==> src/inc/spsp_defs.vh <==
/*
 Constants for the shared serial port: register map, field layout, reset values,
 arbiter owner codes and framing timing.
 Assumes a 100 MHz system clock and inclusion by its bare name.
*/
// Contract
// - Port offers 300..9600 baud in six steps, 7/8 data, 1/2 stop, parity, flow.
// - Reset defaults: 300 baud, 7 data, 1 stop, even parity, DTR/DSR, no reservation; aresetn keeps a stored reservation bit.
// - Reservation off: port ownership follows whichever function is communicating.
// - Reservation on: port granted only to printer, other users refused.
// - Reservation setting takes effect only at next power-up.
// - Reserved: screen download and pass-through transfer/monitoring blocked.
// - Reserved: host traffic never switches device into transfer mode.
// - Arbiter checks controller, scanner, printer, pass-through, download in order.
// - Highest enabled function disables all lower-priority functions.
// - Host microcomputer and printer share one framing setting.
// - Real-time alarm printing allowed only when reservation is active.
// - Two-port variant may assign printer to either port.
`ifndef SPSP_DEFS_VH
`define SPSP_DEFS_VH

// ==========================================
// Register byte offsets
`define SPSP_REG_CFG 4'h0
`define SPSP_REG_REQ 4'h4
`define SPSP_REG_STAT 4'h8
`define SPSP_REG_TXD 4'hC

// ==========================================
// Config field positions
`define SPSP_CFG_BAUD_LO 0
`define SPSP_CFG_BAUD_HI 2
`define SPSP_CFG_DATA8 3
`define SPSP_CFG_STOP2 4
`define SPSP_CFG_PAR_LO 5
`define SPSP_CFG_PAR_HI 6
`define SPSP_CFG_XON 7
`define SPSP_CFG_RESV 8
`define SPSP_CFG_PORT 9
`define SPSP_CFG_RESET 10'h000

// ==========================================
// Parity codes
`define SPSP_PAR_EVEN 2'h0
`define SPSP_PAR_ODD 2'h1
`define SPSP_PAR_NONE 2'h2

// ==========================================
// Owner codes, priority order 1..5
`define SPSP_OWN_NONE 3'h0
`define SPSP_OWN_CTRL 3'h1
`define SPSP_OWN_SCAN 3'h2
`define SPSP_OWN_PRN 3'h3
`define SPSP_OWN_PASS 3'h4
`define SPSP_OWN_DL 3'h5

// ==========================================
// Flow characters and timing
`define SPSP_XON 8'h11
`define SPSP_XOFF 8'h13
`define SPSP_CLK_HZ 100000000
`define SPSP_BAUD_MIN 300
`define SPSP_BAUD_STEPS 6

`endif

==> src/core/spsp_baud.v <==
/*
 Bit-rate tick generator: one pulse per bit time for six rates 300..9600.
 Assumes the selector is stable while a frame is in flight.
*/
module spsp_baud
(
   // Clock and reset
   input wire aclk,
   input wire aresetn,
   // Rate select and tick out
   input wire [2:0] sel,
   output reg tick
);
`include "spsp_defs.vh"

// ==========================================
// Divider, doubling rate per step
reg [19:0] cnt_r;
localparam [31:0] DIV_FULL = `SPSP_CLK_HZ / `SPSP_BAUD_MIN;
wire [19:0] div_base = DIV_FULL[19:0]; // Slowest rate still fits 20 bits
wire [19:0] div = div_base >> ((sel < `SPSP_BAUD_STEPS) ? sel : 3'h0);

always @(posedge aclk)
begin
   if (!aresetn)
   begin
      cnt_r <= 20'h00000;
      tick <= 1'b0;
   end
   else if (cnt_r >= div - 20'h00001)
   begin
      cnt_r <= 20'h00000;
      tick <= 1'b1;
   end
   else
   begin
      cnt_r <= cnt_r + 20'h00001;
      tick <= 1'b0;
   end
end
endmodule // spsp_baud

==> src/core/spsp_sync.v <==
/*
 Two-flop synchroniser bank for pin inputs.
 Assumes inputs are asynchronous levels.
*/
module spsp_sync #(parameter W = 4)
(
   // Clock and reset
   input wire aclk,
   input wire aresetn,
   // Data
   input wire [W-1:0] d,
   output reg [W-1:0] q
);
// ==========================================
// First stage read only by second
reg [W-1:0] s1_r;
always @(posedge aclk)
begin
   if (!aresetn)
   begin
      s1_r <= {W{1'b1}};
      q <= {W{1'b1}};
   end
   else
   begin
      s1_r <= d;
      q <= s1_r;
   end
end
endmodule // spsp_sync

==> src/core/spsp_top.v <==
/*
 Shared serial port: AXI4-Lite registers, priority arbiter, printer transmitter
 with flow control, XON/XOFF receive watcher.
 Assumes one 100 MHz clock, aresetn asserted at power-up.
*/
module spsp_top
(
   // Clock and reset
   input wire aclk,
   input wire aresetn,
   // AXI4-Lite write
   input wire [3:0] s_axi_awaddr,
   input wire s_axi_awvalid,
   output reg s_axi_awready,
   input wire [31:0] s_axi_wdata,
   input wire [3:0] s_axi_wstrb,
   input wire s_axi_wvalid,
   output reg s_axi_wready,
   output reg [1:0] s_axi_bresp,
   output reg s_axi_bvalid,
   input wire s_axi_bready,
   // AXI4-Lite read
   input wire [3:0] s_axi_araddr,
   input wire s_axi_arvalid,
   output reg s_axi_arready,
   output reg [31:0] s_axi_rdata,
   output reg [1:0] s_axi_rresp,
   output reg s_axi_rvalid,
   input wire s_axi_rready,
   // Serial pins, port A and port B
   output reg txd_a,
   output reg txd_b,
   input wire rxd_a,
   input wire rxd_b,
   input wire dsr_a,
   input wire dsr_b,
   output reg dtr,
   // Ownership
   output reg [2:0] owner,
   output reg xfer_mode,
   output reg alarm_print_en
);
`include "spsp_defs.vh"

// ==========================================
// Pin synchronisers
wire [3:0] pin_s;
spsp_sync #(.W(4)) u_sync
(
   .aclk(aclk),
   .aresetn(aresetn),
   .d({dsr_b, dsr_a, rxd_b, rxd_a}),
   .q(pin_s)
);

// ==========================================
// Registers
reg [9:0] cfg_r = `SPSP_CFG_RESET; // Pending setup, software written
reg resv_act_r; // Reservation in force since power-up
reg boot_r; // Power-up latch still pending
reg [4:0] req_r; // Function activity: ctrl,scan,prn,pass,dl
reg [7:0] txd_r;
reg tx_pend_r;
reg xoff_r;
reg refused_r;
wire tx_busy;

// Power-up latch of reservation, after reset release only
always @(posedge aclk)
begin
   if (!aresetn)
   begin
      resv_act_r <= 1'b0;
      boot_r <= 1'b1;
   end
   else if (boot_r)
   begin
      resv_act_r <= cfg_r[`SPSP_CFG_RESV];
      boot_r <= 1'b0;
   end
end

// ==========================================
// AXI4-Lite write path, address and data in either order
reg aw_got_r, w_got_r;
reg [3:0] aw_r;
reg [31:0] wd_r;
wire do_wr = aw_got_r && w_got_r && !s_axi_bvalid;
reg [3:0] wst_r;

always @(posedge aclk)
begin
   if (!aresetn)
   begin
      aw_got_r <= 1'b0;
      w_got_r <= 1'b0;
      aw_r <= 4'h0;
      wd_r <= 32'h00000000;
      wst_r <= 4'h0;
      s_axi_awready <= 1'b0;
      s_axi_wready <= 1'b0;
      s_axi_bvalid <= 1'b0;
      s_axi_bresp <= 2'h0;
      // Reservation choice survives reset like a stored setting; rest defaults
      cfg_r <= `SPSP_CFG_RESET | (cfg_r & (10'h001 << `SPSP_CFG_RESV));
      req_r <= 5'h00;
      txd_r <= 8'h00;
      tx_pend_r <= 1'b0;
   end
   else
   begin
      s_axi_awready <= !aw_got_r && !s_axi_awready && s_axi_awvalid;
      s_axi_wready <= !w_got_r && !s_axi_wready && s_axi_wvalid;
      if (s_axi_awvalid && s_axi_awready)
      begin
         aw_got_r <= 1'b1;
         aw_r <= s_axi_awaddr;
      end
      if (s_axi_wvalid && s_axi_wready)
      begin
         w_got_r <= 1'b1;
         wd_r <= s_axi_wdata;
         wst_r <= s_axi_wstrb;
      end
      if (tx_pend_r && tx_busy)
         tx_pend_r <= 1'b0;
      if (do_wr)
      begin
         aw_got_r <= 1'b0;
         w_got_r <= 1'b0;
         s_axi_bvalid <= 1'b1;
         s_axi_bresp <= 2'h0;
         case (aw_r)
            `SPSP_REG_CFG:
            begin
               // Reservation bit stored, acted on next power-up
               if (wst_r[0])
                  cfg_r[7:0] <= wd_r[7:0];
               if (wst_r[1])
                  cfg_r[9:8] <= wd_r[9:8];
            end
            `SPSP_REG_REQ:
               if (wst_r[0])
                  req_r <= wd_r[4:0];
            `SPSP_REG_TXD:
               if (wst_r[0] && !tx_pend_r)
               begin
                  txd_r <= wd_r[7:0];
                  tx_pend_r <= 1'b1;
               end
            `SPSP_REG_STAT:
               s_axi_bresp <= 2'h2; // Read-only
            default:
               s_axi_bresp <= 2'h2; // Unmapped
         endcase
      end
      else if (s_axi_bvalid && s_axi_bready)
         s_axi_bvalid <= 1'b0;
   end
end

// ==========================================
// Arbiter: printer when reserved, else first enabled function by priority wins
reg [2:0] own_nxt;
always @*
begin
   own_nxt = `SPSP_OWN_NONE;
   if (resv_act_r)
      own_nxt = `SPSP_OWN_PRN;
   else if (req_r[0])
      own_nxt = `SPSP_OWN_CTRL;
   else if (req_r[1])
      own_nxt = `SPSP_OWN_SCAN;
   else if (req_r[2])
      own_nxt = `SPSP_OWN_PRN;
   else if (req_r[3])
      own_nxt = `SPSP_OWN_PASS;
   else if (req_r[4])
      own_nxt = `SPSP_OWN_DL;
end

always @(posedge aclk)
begin
   if (!aresetn)
   begin
      owner <= `SPSP_OWN_NONE;
      xfer_mode <= 1'b0;
      alarm_print_en <= 1'b0;
      refused_r <= 1'b0;
   end
   else
   begin
      owner <= own_nxt;
      // Transfer mode never entered while reserved
      xfer_mode <= !resv_act_r && (own_nxt == `SPSP_OWN_DL);
      alarm_print_en <= resv_act_r;
      // Sticky refusal flag; set wins over read clear
      if (resv_act_r && (req_r[0] || req_r[1] || req_r[3] || req_r[4]))
         refused_r <= 1'b1;
      else if (s_axi_arvalid && s_axi_arready && s_axi_araddr == `SPSP_REG_STAT)
         refused_r <= 1'b0;
   end
end

// ==========================================
// Baud tick
wire tick;
spsp_baud u_baud
(
   .aclk(aclk),
   .aresetn(aresetn),
   .sel(cfg_r[`SPSP_CFG_BAUD_HI:`SPSP_CFG_BAUD_LO]),
   .tick(tick)
);

// ==========================================
// Transmitter
localparam TX_IDLE = 2'h0;
localparam TX_START = 2'h1;
localparam TX_BITS = 2'h2;
localparam TX_STOP = 2'h3;
reg [1:0] tx_st_r;
reg [7:0] sh_r;
reg [3:0] bit_r;
reg par_r;
reg tx_bit;
wire port_b = cfg_r[`SPSP_CFG_PORT];
wire dsr_sel = port_b ? pin_s[3] : pin_s[2];
wire [1:0] par_mode = cfg_r[`SPSP_CFG_PAR_HI:`SPSP_CFG_PAR_LO];
wire [3:0] nbits = (cfg_r[`SPSP_CFG_DATA8] ? 4'h8 : 4'h7)
                   + ((par_mode == `SPSP_PAR_NONE) ? 4'h0 : 4'h1);
wire [3:0] nstop = cfg_r[`SPSP_CFG_STOP2] ? 4'h2 : 4'h1;
wire flow_ok = cfg_r[`SPSP_CFG_XON] ? !xoff_r : !dsr_sel; // DSR active low on pin
wire prn_own = (owner == `SPSP_OWN_PRN);
assign tx_busy = (tx_st_r != TX_IDLE);

always @(posedge aclk)
begin
   if (!aresetn)
   begin
      tx_st_r <= TX_IDLE;
      sh_r <= 8'h00;
      bit_r <= 4'h0;
      par_r <= 1'b0;
      tx_bit <= 1'b1;
   end
   else if (tick)
   begin
      case (tx_st_r)
         TX_IDLE:
         begin
            tx_bit <= 1'b1;
            // Pause only between characters
            if (tx_pend_r && prn_own && flow_ok)
            begin
               tx_st_r <= TX_START;
               sh_r <= txd_r;
               par_r <= (par_mode == `SPSP_PAR_ODD);
            end
         end
         TX_START:
         begin
            tx_bit <= 1'b0;
            bit_r <= 4'h0;
            tx_st_r <= TX_BITS;
         end
         TX_BITS:
         begin
            if (bit_r == nbits - 4'h1 && par_mode != `SPSP_PAR_NONE)
               tx_bit <= par_r;
            else
            begin
               tx_bit <= sh_r[0];
               par_r <= par_r ^ sh_r[0];
               sh_r <= {1'b0, sh_r[7:1]};
            end
            bit_r <= bit_r + 4'h1;
            if (bit_r == nbits - 4'h1)
            begin
               bit_r <= 4'h0;
               tx_st_r <= TX_STOP;
            end
         end
         TX_STOP:
         begin
            tx_bit <= 1'b1;
            bit_r <= bit_r + 4'h1;
            if (bit_r == nstop)
               tx_st_r <= TX_IDLE;
         end
         default:
            tx_st_r <= TX_IDLE;
      endcase
   end
end

// Pin drive, selected port only
always @(posedge aclk)
begin
   if (!aresetn)
   begin
      txd_a <= 1'b1;
      txd_b <= 1'b1;
      dtr <= 1'b0;
   end
   else
   begin
      txd_a <= port_b ? 1'b1 : tx_bit;
      txd_b <= port_b ? tx_bit : 1'b1;
      dtr <= prn_own;
   end
end

// ==========================================
// Receive watcher for XON/XOFF, sampled on the baud tick
localparam RX_IDLE = 2'h0;
localparam RX_BITS = 2'h1;
reg [1:0] rx_st_r;
reg [7:0] rsh_r;
reg [3:0] rbit_r;
wire rx_in = port_b ? pin_s[1] : pin_s[0];

always @(posedge aclk)
begin
   if (!aresetn)
   begin
      rx_st_r <= RX_IDLE;
      rsh_r <= 8'h00;
      rbit_r <= 4'h0;
      xoff_r <= 1'b0;
   end
   else if (tick)
   begin
      case (rx_st_r)
         RX_IDLE:
            if (!rx_in)
            begin
               rx_st_r <= RX_BITS;
               rbit_r <= 4'h0;
            end
         RX_BITS:
         begin
            rsh_r <= {rx_in, rsh_r[7:1]};
            rbit_r <= rbit_r + 4'h1;
            if (rbit_r == 4'h8)
            begin
               rx_st_r <= RX_IDLE;
               // 7-bit frames mask the parity/top bit
               if ((rsh_r & 8'h7F) == `SPSP_XOFF)
                  xoff_r <= 1'b1;
               else if ((rsh_r & 8'h7F) == `SPSP_XON)
                  xoff_r <= 1'b0;
            end
         end
         default:
            rx_st_r <= RX_IDLE;
      endcase
   end
end

// ==========================================
// AXI4-Lite read path
always @(posedge aclk)
begin
   if (!aresetn)
   begin
      s_axi_arready <= 1'b0;
      s_axi_rvalid <= 1'b0;
      s_axi_rdata <= 32'h00000000;
      s_axi_rresp <= 2'h0;
   end
   else
   begin
      s_axi_arready <= !s_axi_arready && !s_axi_rvalid && s_axi_arvalid;
      if (s_axi_arvalid && s_axi_arready)
      begin
         s_axi_rvalid <= 1'b1;
         s_axi_rresp <= 2'h0;
         case (s_axi_araddr)
            `SPSP_REG_CFG: s_axi_rdata <= {22'h000000, cfg_r};
            `SPSP_REG_REQ: s_axi_rdata <= {27'h0000000, req_r};
            `SPSP_REG_STAT: s_axi_rdata <= {22'h000000, refused_r, xoff_r, tx_pend_r,
                                            tx_busy, xfer_mode, resv_act_r, 1'b0, owner};
            `SPSP_REG_TXD: s_axi_rdata <= {24'h000000, txd_r};
            default:
            begin
               s_axi_rdata <= 32'h00000000;
               s_axi_rresp <= 2'h2;
            end
         endcase
      end
      else if (s_axi_rvalid && s_axi_rready)
         s_axi_rvalid <= 1'b0;
   end
end
endmodule // spsp_top

==> config.mk <==
export PLATFORM = sky130hd
export DESIGN_NAME = spsp_top
export DESIGN_NICKNAME = d
export VERILOG_FILES = /design/src/core/spsp_baud.v /design/src/core/spsp_sync.v /design/src/core/spsp_top.v
export VERILOG_INCLUDE_DIRS = /design/src /design/src/inc
export SDC_FILE = /design/constraint.sdc
export NUM_CORES = 1
export LEC_CHECK = 0
export BUFFER_PORTS_ARGS = -buffer_cell sky130_fd_sc_hd__buf_4
export CAP_MARGIN = 0
export CORE_MARGIN = 8
export CORE_UTILIZATION = 50
export DETAILED_ROUTE_END_ITERATION = 8
export PLACE_DENSITY = 0.72
export SLEW_MARGIN = 20
export SYNTH_ARGS = -nofsm -noshare
export SYNTH_HDL_FRONTEND = slang
export SYNTH_HIERARCHICAL = 1
export SYNTH_SLANG_ARGS = --single-unit
==> constraint.sdc <==
create_clock -name aclk -period 7.1 [get_ports aclk]
set_clock_uncertainty 0.1 [all_clocks]
set_input_delay 0.71 -clock aclk [delete_from_list [all_inputs] [get_ports aclk]]
set_output_delay 0.71 -clock aclk [all_outputs]
set_load 0.02 [all_outputs]
==> flow_metrics.tcl, run 1 <==
set metrics [dict create \
    tightest_slew_ns 0.7194 \
    synth.yosys.seq_area_share_pct 41.77 \
    timing_worst_setup_path_type "reg -> reg" \
    ys_top_cells_by_area "sky130_fd_sc_hd__dfxtp_1 (41%), sky130_fd_sc_hd__ha_1 (6.7%), sky130_fd_sc_hd__mux2i_1 (6.3%)" \
    critical_path.max_fanout 20 \
    cellLeakagePower_nw 3.038 \
    fill_cells 1052 \
    cts_tree "done" \
    finalCriticalPeriod_ns 3.165 \
    ir_drop_mv 0.1720 \
    drt-wirelength-per-cell_um 14.77 \
    finish.cell_count_without_fillers 917 \
    netlist.top_cell.by_area "sky130_fd_sc_hd__dfxtp_1" \
    track_usage_pct 17.41 \
    numClockSinks 129 \
    critical_path.startpoint_type "register" \
    floorplan.die_area_um2 16230 \
    clock_tree.buffer_depth 2 \
    dp_hpwl_mm 9.878 \
    synthToLayoutAreaGrowth_pct 17.60 \
    max-cap-violations 0 \
    worstHoldPathType "reg -> reg" \
    gp_routability_congestion 0.8823 \
    die-width_um 127.4 \
    cts_setup_buffers 0 \
    count_of_warnings_emitted_by_yosys 6 \
    number_of_clock_buffers_inserted_by_tritoncts 17 \
    placed_cells 885 \
    worstPathRequired_ns 7.35 \
    insertion_delay_ns 0.42 \
    final-setup-viol-count 0 \
    final_core_util_pct 60.51 \
    post-route-worst-setup-slack_ns 3.935 \
    final_layout_size_suffix_gt1_share_pct 18.16 \
    cts-htree-levels 4 \
    syn_inst 687 \
    remaining_drc_errors 0 \
    number_of_antenna_violations_at_the_first_check_in_global_routing 0 \
    fmax_ghz 0.3159 \
    yosys_most_used_dff "sky130_fd_sc_hd__dfxtp_1" \
    post_synthesis_register_bit_count 129 \
    rsz_0062_raised_after_global_routing "no" \
    num_rows 40 \
    cts_resized 0 \
    slew_headroom_pct 51.78 \
    global_route.overflow_total 0 \
    number_of_routed_nets_with_antenna_violations 0 \
    ctsRootBufferMaster "sky130_fd_sc_hd__clkbuf_16" \
    postCtsHoldBufs 0 \
    mappedNetlistArea_um2 6206 \
    wire_length_of_the_first_global_routing_pass_mm 22.88 \
    start_util_pct 51.45 \
    io_buffers 55 \
    final.setup.tns_ns 0 \
    preCtsSetupSlack_ns 4.018 \
    worst_setup_path_end_kind "register" \
    postSynthAreaPerCell_um2 9.033 \
    netlist.area_leader.share_pct 41.29 \
    clk_transition_reported_paths_ns 0.06 \
    final_count_of_pins_violating_max_slew 0 \
    final_hold_viol_count 0 \
    drt_iter0_drc 307 \
    grt_pass1_vias 4875 \
    design.final.nets 824 \
    antenna_cells 0 \
    drt-total-wl_mm 13.54 \
    largest_net_degree_at_the_start_of_global_routing 58 \
    critical_path_arrival_ns 3.42 \
    dr.pass1.iters 4 \
    number_of_enable_type_register_cells_in_the_synthesized_netlist 1 \
    r2r_slack_ns 3.93 \
    final_worst_path_cycle_share_pct 44.58 \
    status "completed" \
    ys_async_sr_fraction_pct 0 \
    pin_count 104 \
    chipHeight_um 127.4 \
    routed-via-count 4790 \
    p_per_area_nw_per_um2 241.9 \
    core_area_um2 12060 \
    vias_per_cell 5.224 \
    netlist_cell_types 61 \
]
metal layers:
metal  global-route usage [%]  vias up  share of wire, %
met5                        0        -                 0
met4                    8.467        0               2.2
met3                    4.368       24               5.1
met2                    28.50      117                48
met1                    20.94     2242                45
li1                         -     2407                 -
logic make-up (layout without fill, tap and decap cells):
logic type / after synthesis / after routing / synth area share, %
flops: 129 / 129 / 41.77
fa+ha+maj: 33 / 33 / 6.653
simple gates: 277 / 277 / 21.86
other cells: 2 / 25 / 0.1210
buf+inv: 65 / 104 / 5.766
xor+xnor: 28 / 28 / 3.952
compound gates: 101 / 101 / 10.50
mux: 52 / 52 / 9.375
through the flow:
stage / hold slack, ns / total power, mW / cell area (um2)
3_5_place_dp: 0.2916 / 0.8303 / 6639
2_1_floorplan: 0.2863 / 0.8134 / 6292
4_1_cts: 0.3058 / 1.777 / 7293
3_3_place_gp: 0.2994 / 0.8281 / 6639
5_1_grt: 0.3219 / 1.818 / 7298
6_report: 0.3049 / 1.766 / 7298
path summary, 6_finish.rpt:
check	from	cells past startpoint	to
setup / recovery	cfg_r[2]	14	u_baud/cnt_r[6]
setup reg to reg	cfg_r[2]	14	u_baud/cnt_r[6]
hold / removal	u_sync/s1_r[0]	1	u_sync/q[0]
hold reg to reg	u_sync/s1_r[0]	1	u_sync/q[0]
flip-flops by register name, indices dropped and copies added (netlist names), 3 cells and up:
name and flops:
wd_r 10, s_axi_rdata 10, req_r 5, rsh_r 8
bit_r 4, u_sync/s1_r 4, owner 3, rbit_r 4
aw_r 4, cfg_r 10, txd_r 8, u_baud/cnt_r 20
u_sync/q 4, sh_r 8
report_power, final:
| part | internal [mW] | leakage [nW] | switching [mW] |
|---|---|---|---|
| combinational | 0.0254 | 1.68 | 0.0458 |
| sequential | 0.735 | 1.05 | 0.00877 |
| clock | 0.627 | 0.318 | 0.324 |
critical path, stage by stage (launching register included):
cell and delay [ns]:
sky130_fd_sc_hd__dfxtp_1 0.57, sky130_fd_sc_hd__nand2_1 0.12, sky130_fd_sc_hd__nand2_1 0.14, sky130_fd_sc_hd__inv_1 0.08, sky130_fd_sc_hd__ha_1 0.27, sky130_fd_sc_hd__a21o_1 0.20, sky130_fd_sc_hd__a31oi_1 0.20, sky130_fd_sc_hd__a21oi_1 0.10
sky130_fd_sc_hd__ha_1 0.32, sky130_fd_sc_hd__nand2_1 0.08, sky130_fd_sc_hd__o21ai_0 0.10, sky130_fd_sc_hd__a22oi_1 0.26, sky130_fd_sc_hd__o2111ai_2 0.15, sky130_fd_sc_hd__buf_4 0.27, sky130_fd_sc_hd__nor2_2 0.14
synthesized netlist by cell type, types with 2 or more instances:
library cell	number
sky130_fd_sc_hd__a21o_1	6
sky130_fd_sc_hd__dfxtp_1	128
sky130_fd_sc_hd__a211oi_1	4
sky130_fd_sc_hd__o21bai_1	2
sky130_fd_sc_hd__a221oi_1	2
sky130_fd_sc_hd__mux4_2	4
sky130_fd_sc_hd__or3_1	3
sky130_fd_sc_hd__and3_1	6
sky130_fd_sc_hd__ha_1	33
sky130_fd_sc_hd__clkbuf_1	19
sky130_fd_sc_hd__nand4_1	7
sky130_fd_sc_hd__nand2_1	94
sky130_fd_sc_hd__o21ai_0	12
sky130_fd_sc_hd__inv_1	13
sky130_fd_sc_hd__nand2b_1	17
sky130_fd_sc_hd__and2_1	6
sky130_fd_sc_hd__nor2_2	20
sky130_fd_sc_hd__a31oi_1	3
sky130_fd_sc_hd__mux2_2	9
sky130_fd_sc_hd__buf_6	3
sky130_fd_sc_hd__nor3b_1	2
sky130_fd_sc_hd__xnor2_1	13
sky130_fd_sc_hd__and3b_1	2
sky130_fd_sc_hd__mux2i_1	39
sky130_fd_sc_hd__nand3_1	18
sky130_fd_sc_hd__a22o_1	3
sky130_fd_sc_hd__xor2_1	15
sky130_fd_sc_hd__o31ai_1	2
sky130_fd_sc_hd__nor2b_1	6
sky130_fd_sc_hd__conb_1	2
sky130_fd_sc_hd__buf_4	24
sky130_fd_sc_hd__nor2_1	68
sky130_fd_sc_hd__a21oi_1	46
sky130_fd_sc_hd__nor3_1	14
sky130_fd_sc_hd__buf_1	4
sky130_fd_sc_hd__a22oi_1	12
sky130_fd_sc_hd__o211ai_1	2
layout by cell type, fill, tap and decap left out, types with 4 or more instances in the layout:
master                      instances
sky130_fd_sc_hd__buf_4             58
sky130_fd_sc_hd__dfxtp_1          128
sky130_fd_sc_hd__nor3_1            13
sky130_fd_sc_hd__nand2b_1          17
sky130_fd_sc_hd__xnor2_1           13
sky130_fd_sc_hd__nand4_1            7
sky130_fd_sc_hd__conb_1            25
sky130_fd_sc_hd__clkbuf_16         18
sky130_fd_sc_hd__xor2_1            15
sky130_fd_sc_hd__nand3_1           18
sky130_fd_sc_hd__mux4_2             4
sky130_fd_sc_hd__bufinv_16          4
sky130_fd_sc_hd__nand2_1           94
sky130_fd_sc_hd__ha_1              33
sky130_fd_sc_hd__inv_1             13
sky130_fd_sc_hd__a21o_1             6
sky130_fd_sc_hd__and3_1             6
sky130_fd_sc_hd__and2_1             6
sky130_fd_sc_hd__a21oi_1           46
sky130_fd_sc_hd__nor2b_1            6
sky130_fd_sc_hd__mux2_2             9
sky130_fd_sc_hd__nor2_2            20
sky130_fd_sc_hd__nor2_1            68
sky130_fd_sc_hd__o21ai_0           12
sky130_fd_sc_hd__mux2i_1           39
sky130_fd_sc_hd__a211oi_1           4
sky130_fd_sc_hd__a22oi_1           12
area by class of cell:
class                   count  area (um2)  share of cell area (%)
well taps                 168       210.2                   2.880
flip-flops and latches    129        2592                   35.52
inverters                  14       52.55                  0.7200
clock buffers              20       478.0                   6.549
multi-input cells         516        3353                   45.95
clock inverters            12       176.4                   2.417
repair buffers             58       435.4                   5.966
(Power assumes the default switching activity.)
==> inputs of run 2 (changes only) <==
--- a/config.mk
+++ b/config.mk
@@ -11,7 +11,7 @@
 export CORE_MARGIN = 8
 export CORE_UTILIZATION = 50
 export DETAILED_ROUTE_END_ITERATION = 8
-export PLACE_DENSITY = 0.72
+export PLACE_DENSITY = 0.75
 export SLEW_MARGIN = 20
 export SYNTH_ARGS = -nofsm -noshare
 export SYNTH_HDL_FRONTEND = slang
==> constraint.sdc (replaced) <==
create_clock -name aclk -period 2.8 [get_ports aclk]
set_clock_uncertainty 0.1 [all_clocks]
set_input_delay 0.28 -clock aclk [delete_from_list [all_inputs] [get_ports aclk]]
set_output_delay 0.28 -clock aclk [all_outputs]
set_load 0.02 [all_outputs]
==> flow_metrics.tcl, run 2 (synthesis results as in run 1) <==
set metrics [dict create \
    dpl-instance-area_um2 6749 \
    ctsRootBufferMaster "sky130_fd_sc_hd__clkbuf_16" \
    final_area_um2 7672 \
    dp_hpwl_mm 10.39 \
    ir_drop_mv 0.4624 \
    synthToLayoutAreaGrowth_pct 23.63 \
    cellLeakagePower_nw 3.205 \
    critical_path_arrival_ns 2.97 \
    post-route-worst-setup-slack_ns 0.03323 \
    slew_headroom_pct 46.62 \
    placed_cells 898 \
    pin_count 104 \
    number_of_clock_buffers_inserted_by_tritoncts 17 \
    detailroute.wirelength.met3_um 909 \
    leading_cell_type_in_the_layout_fill_and_taps_excluded "sky130_fd_sc_hd__dfxtp_1" \
    preCtsSetupSlack_ns -0.03798 \
    crit_buf_inv 1 \
    chipHeight_um 127.4 \
    wl_met1_mm 6.352 \
    crit_path_cell_trace "nand2_2 -> nand2_4 -> ha_4 -> nor2_4 -> nor2_2 -> ha_1 -> nand2_2 -> nor4_4 -> o211ai_1 -> o2111ai_4 -> clkbuf_16 -> nor2_2" \
    worstPathRequired_ns 3.00 \
    finish.cell_count_without_fillers 945 \
    gp_routability_congestion 0.8843 \
    largest_reg_flops 20 \
    final-setup-viol-count 0 \
    drt-total-wl_mm 14.98 \
    grt_pass1_vias 4990 \
    remaining_drc_errors 0 \
    p_per_area_nw_per_um2 573.9 \
    routed-via-count 5141 \
    critical_path.max_stage_delay_ns 0.42 \
    final.setup.tns_ns 0 \
    final_count_of_pins_violating_max_slew 0 \
    largest_net_degree_at_the_start_of_global_routing 47 \
    final_core_util_pct 63.61 \
    finalCriticalPeriod_ns 2.767 \
    die-width_um 127.4 \
    drt-wirelength-per-cell_um 15.85 \
    worst_hold_slack_ns 0.01481 \
    global_route.overflow_total 0 \
    cts-htree-levels 4 \
    worstHoldPathType "in -> reg" \
    start_util_pct 51.45 \
    floorplan.die_area_um2 16230 \
    number_of_routed_nets_with_antenna_violations 0 \
    rsz_0062_raised_after_global_routing "yes" \
    final_worst_path_cycle_share_pct 98.81 \
    critical_path.startpoint_type "register" \
    mostFrequentLayoutCells "sky130_fd_sc_hd__dfxtp_1 (125), sky130_fd_sc_hd__nand2_1 (90), sky130_fd_sc_hd__buf_4 (76)" \
    io_buffers 55 \
    worst_setup_path_end_kind "register" \
    num_rows 40 \
    design.final.nets 853 \
    critical_path.max_fanout 6 \
    dr.pass1.iters 5 \
    wl_met2_mm 7.472 \
    max_flop_register "u_baud/cnt_r" \
    cpLargestDelayFamily "simple AND/OR/NAND/NOR gates" \
    max-cap-violations 0 \
    clock_tree.buffer_depth 2 \
    track_usage_pct 18.00 \
    clk_transition_reported_paths_ns 0.06 \
    status "completed" \
    design_power_total_mw 4.403 \
    insertion_delay_ns 0.43 \
    antenna_cells 0 \
    cts_tree "done" \
    number_of_antenna_violations_at_the_first_check_in_global_routing 0 \
    fill_cells 984 \
    routed.top_layer "met4" \
    tightest_slew_ns 0.7904 \
    final_layout_size_suffix_gt1_share_pct 22.52 \
    timing_worst_setup_path_type "reg -> reg" \
    slowest_stage "sky130_fd_sc_hd__dfxtp_4" \
    drt_iter0_drc 334 \
    numClockSinks 129 \
    final_hold_viol_count 0 \
    wire_length_of_the_first_global_routing_pass_mm 23.56 \
    vias_per_cell 5.440 \
    fmax_ghz 0.3614 \
    core_area_um2 12060 \
]
==> run 2: changes by cell type in the layout (fill, tap and decap cells not counted), sizes merged <==
cell         delta
buf            +20
clkbuf          +3
clkinv          -1
dlygate4sd3     +7
inv             -1
==> run 2: final cells by class <==
cell class,instances,area (um2),share of cell area (%)
clock buffers,21,460.4,6.001
clock inverters,10,158.9,2.071
inverters,14,55.05,0.7175
multi-input cells,516,3462,45.12
flip-flops and latches,129,2604,33.94
well taps,168,210.2,2.740
repair buffers,87,721.9,9.410
==> run 2: routing by layer <==
metal / vias up / global-route usage, %
met4: 0 / 8.537
met2: 182 / 30.31
met5: - / 0
met1: 2467 / 20.82
li1: 2469 / -
met3: 23 / 4.867
==> run 2: what timing repair did <==
action,4_1_cts,5_1_grt
endpoints found under the setup margin,20,21
endpoints found under the hold margin,7,0
gates resized for setup,1,32
buffers inserted,0,6
hold buffers,7,0
pin swaps,0,10
cloned,0,3
==> run 2: worst paths after layout <==
kind                                      start               to  slack [ns]  cells past startpoint
worst max-delay path                   cfg_r[1]  u_baud/cnt_r[0]        0.03                     12
worst min register to register   u_sync/s1_r[0]      u_sync/q[0]        0.32                      1
worst max register to register         cfg_r[1]  u_baud/cnt_r[0]        0.03                     12
worst min-delay path            s_axi_awaddr[0]          aw_r[0]        0.01                      3
==> run 2: power by group <==
| part | switching, mW | internal, mW |
|---|---|---|
| combinational | 0.124 | 0.0817 |
| clock | 0.787 | 1.53 |
| sequential | 0.0231 | 1.86 |
| total | 0.934 | 3.47 |
==> run 2: worst min-delay path: cells and delay by family <==
family                 cells  cell delay (ns)
AND/OR/NAND/NOR            1             0.05
AO/OA/AOI/OAI              1             0.05
buffers and inverters      1             0.11
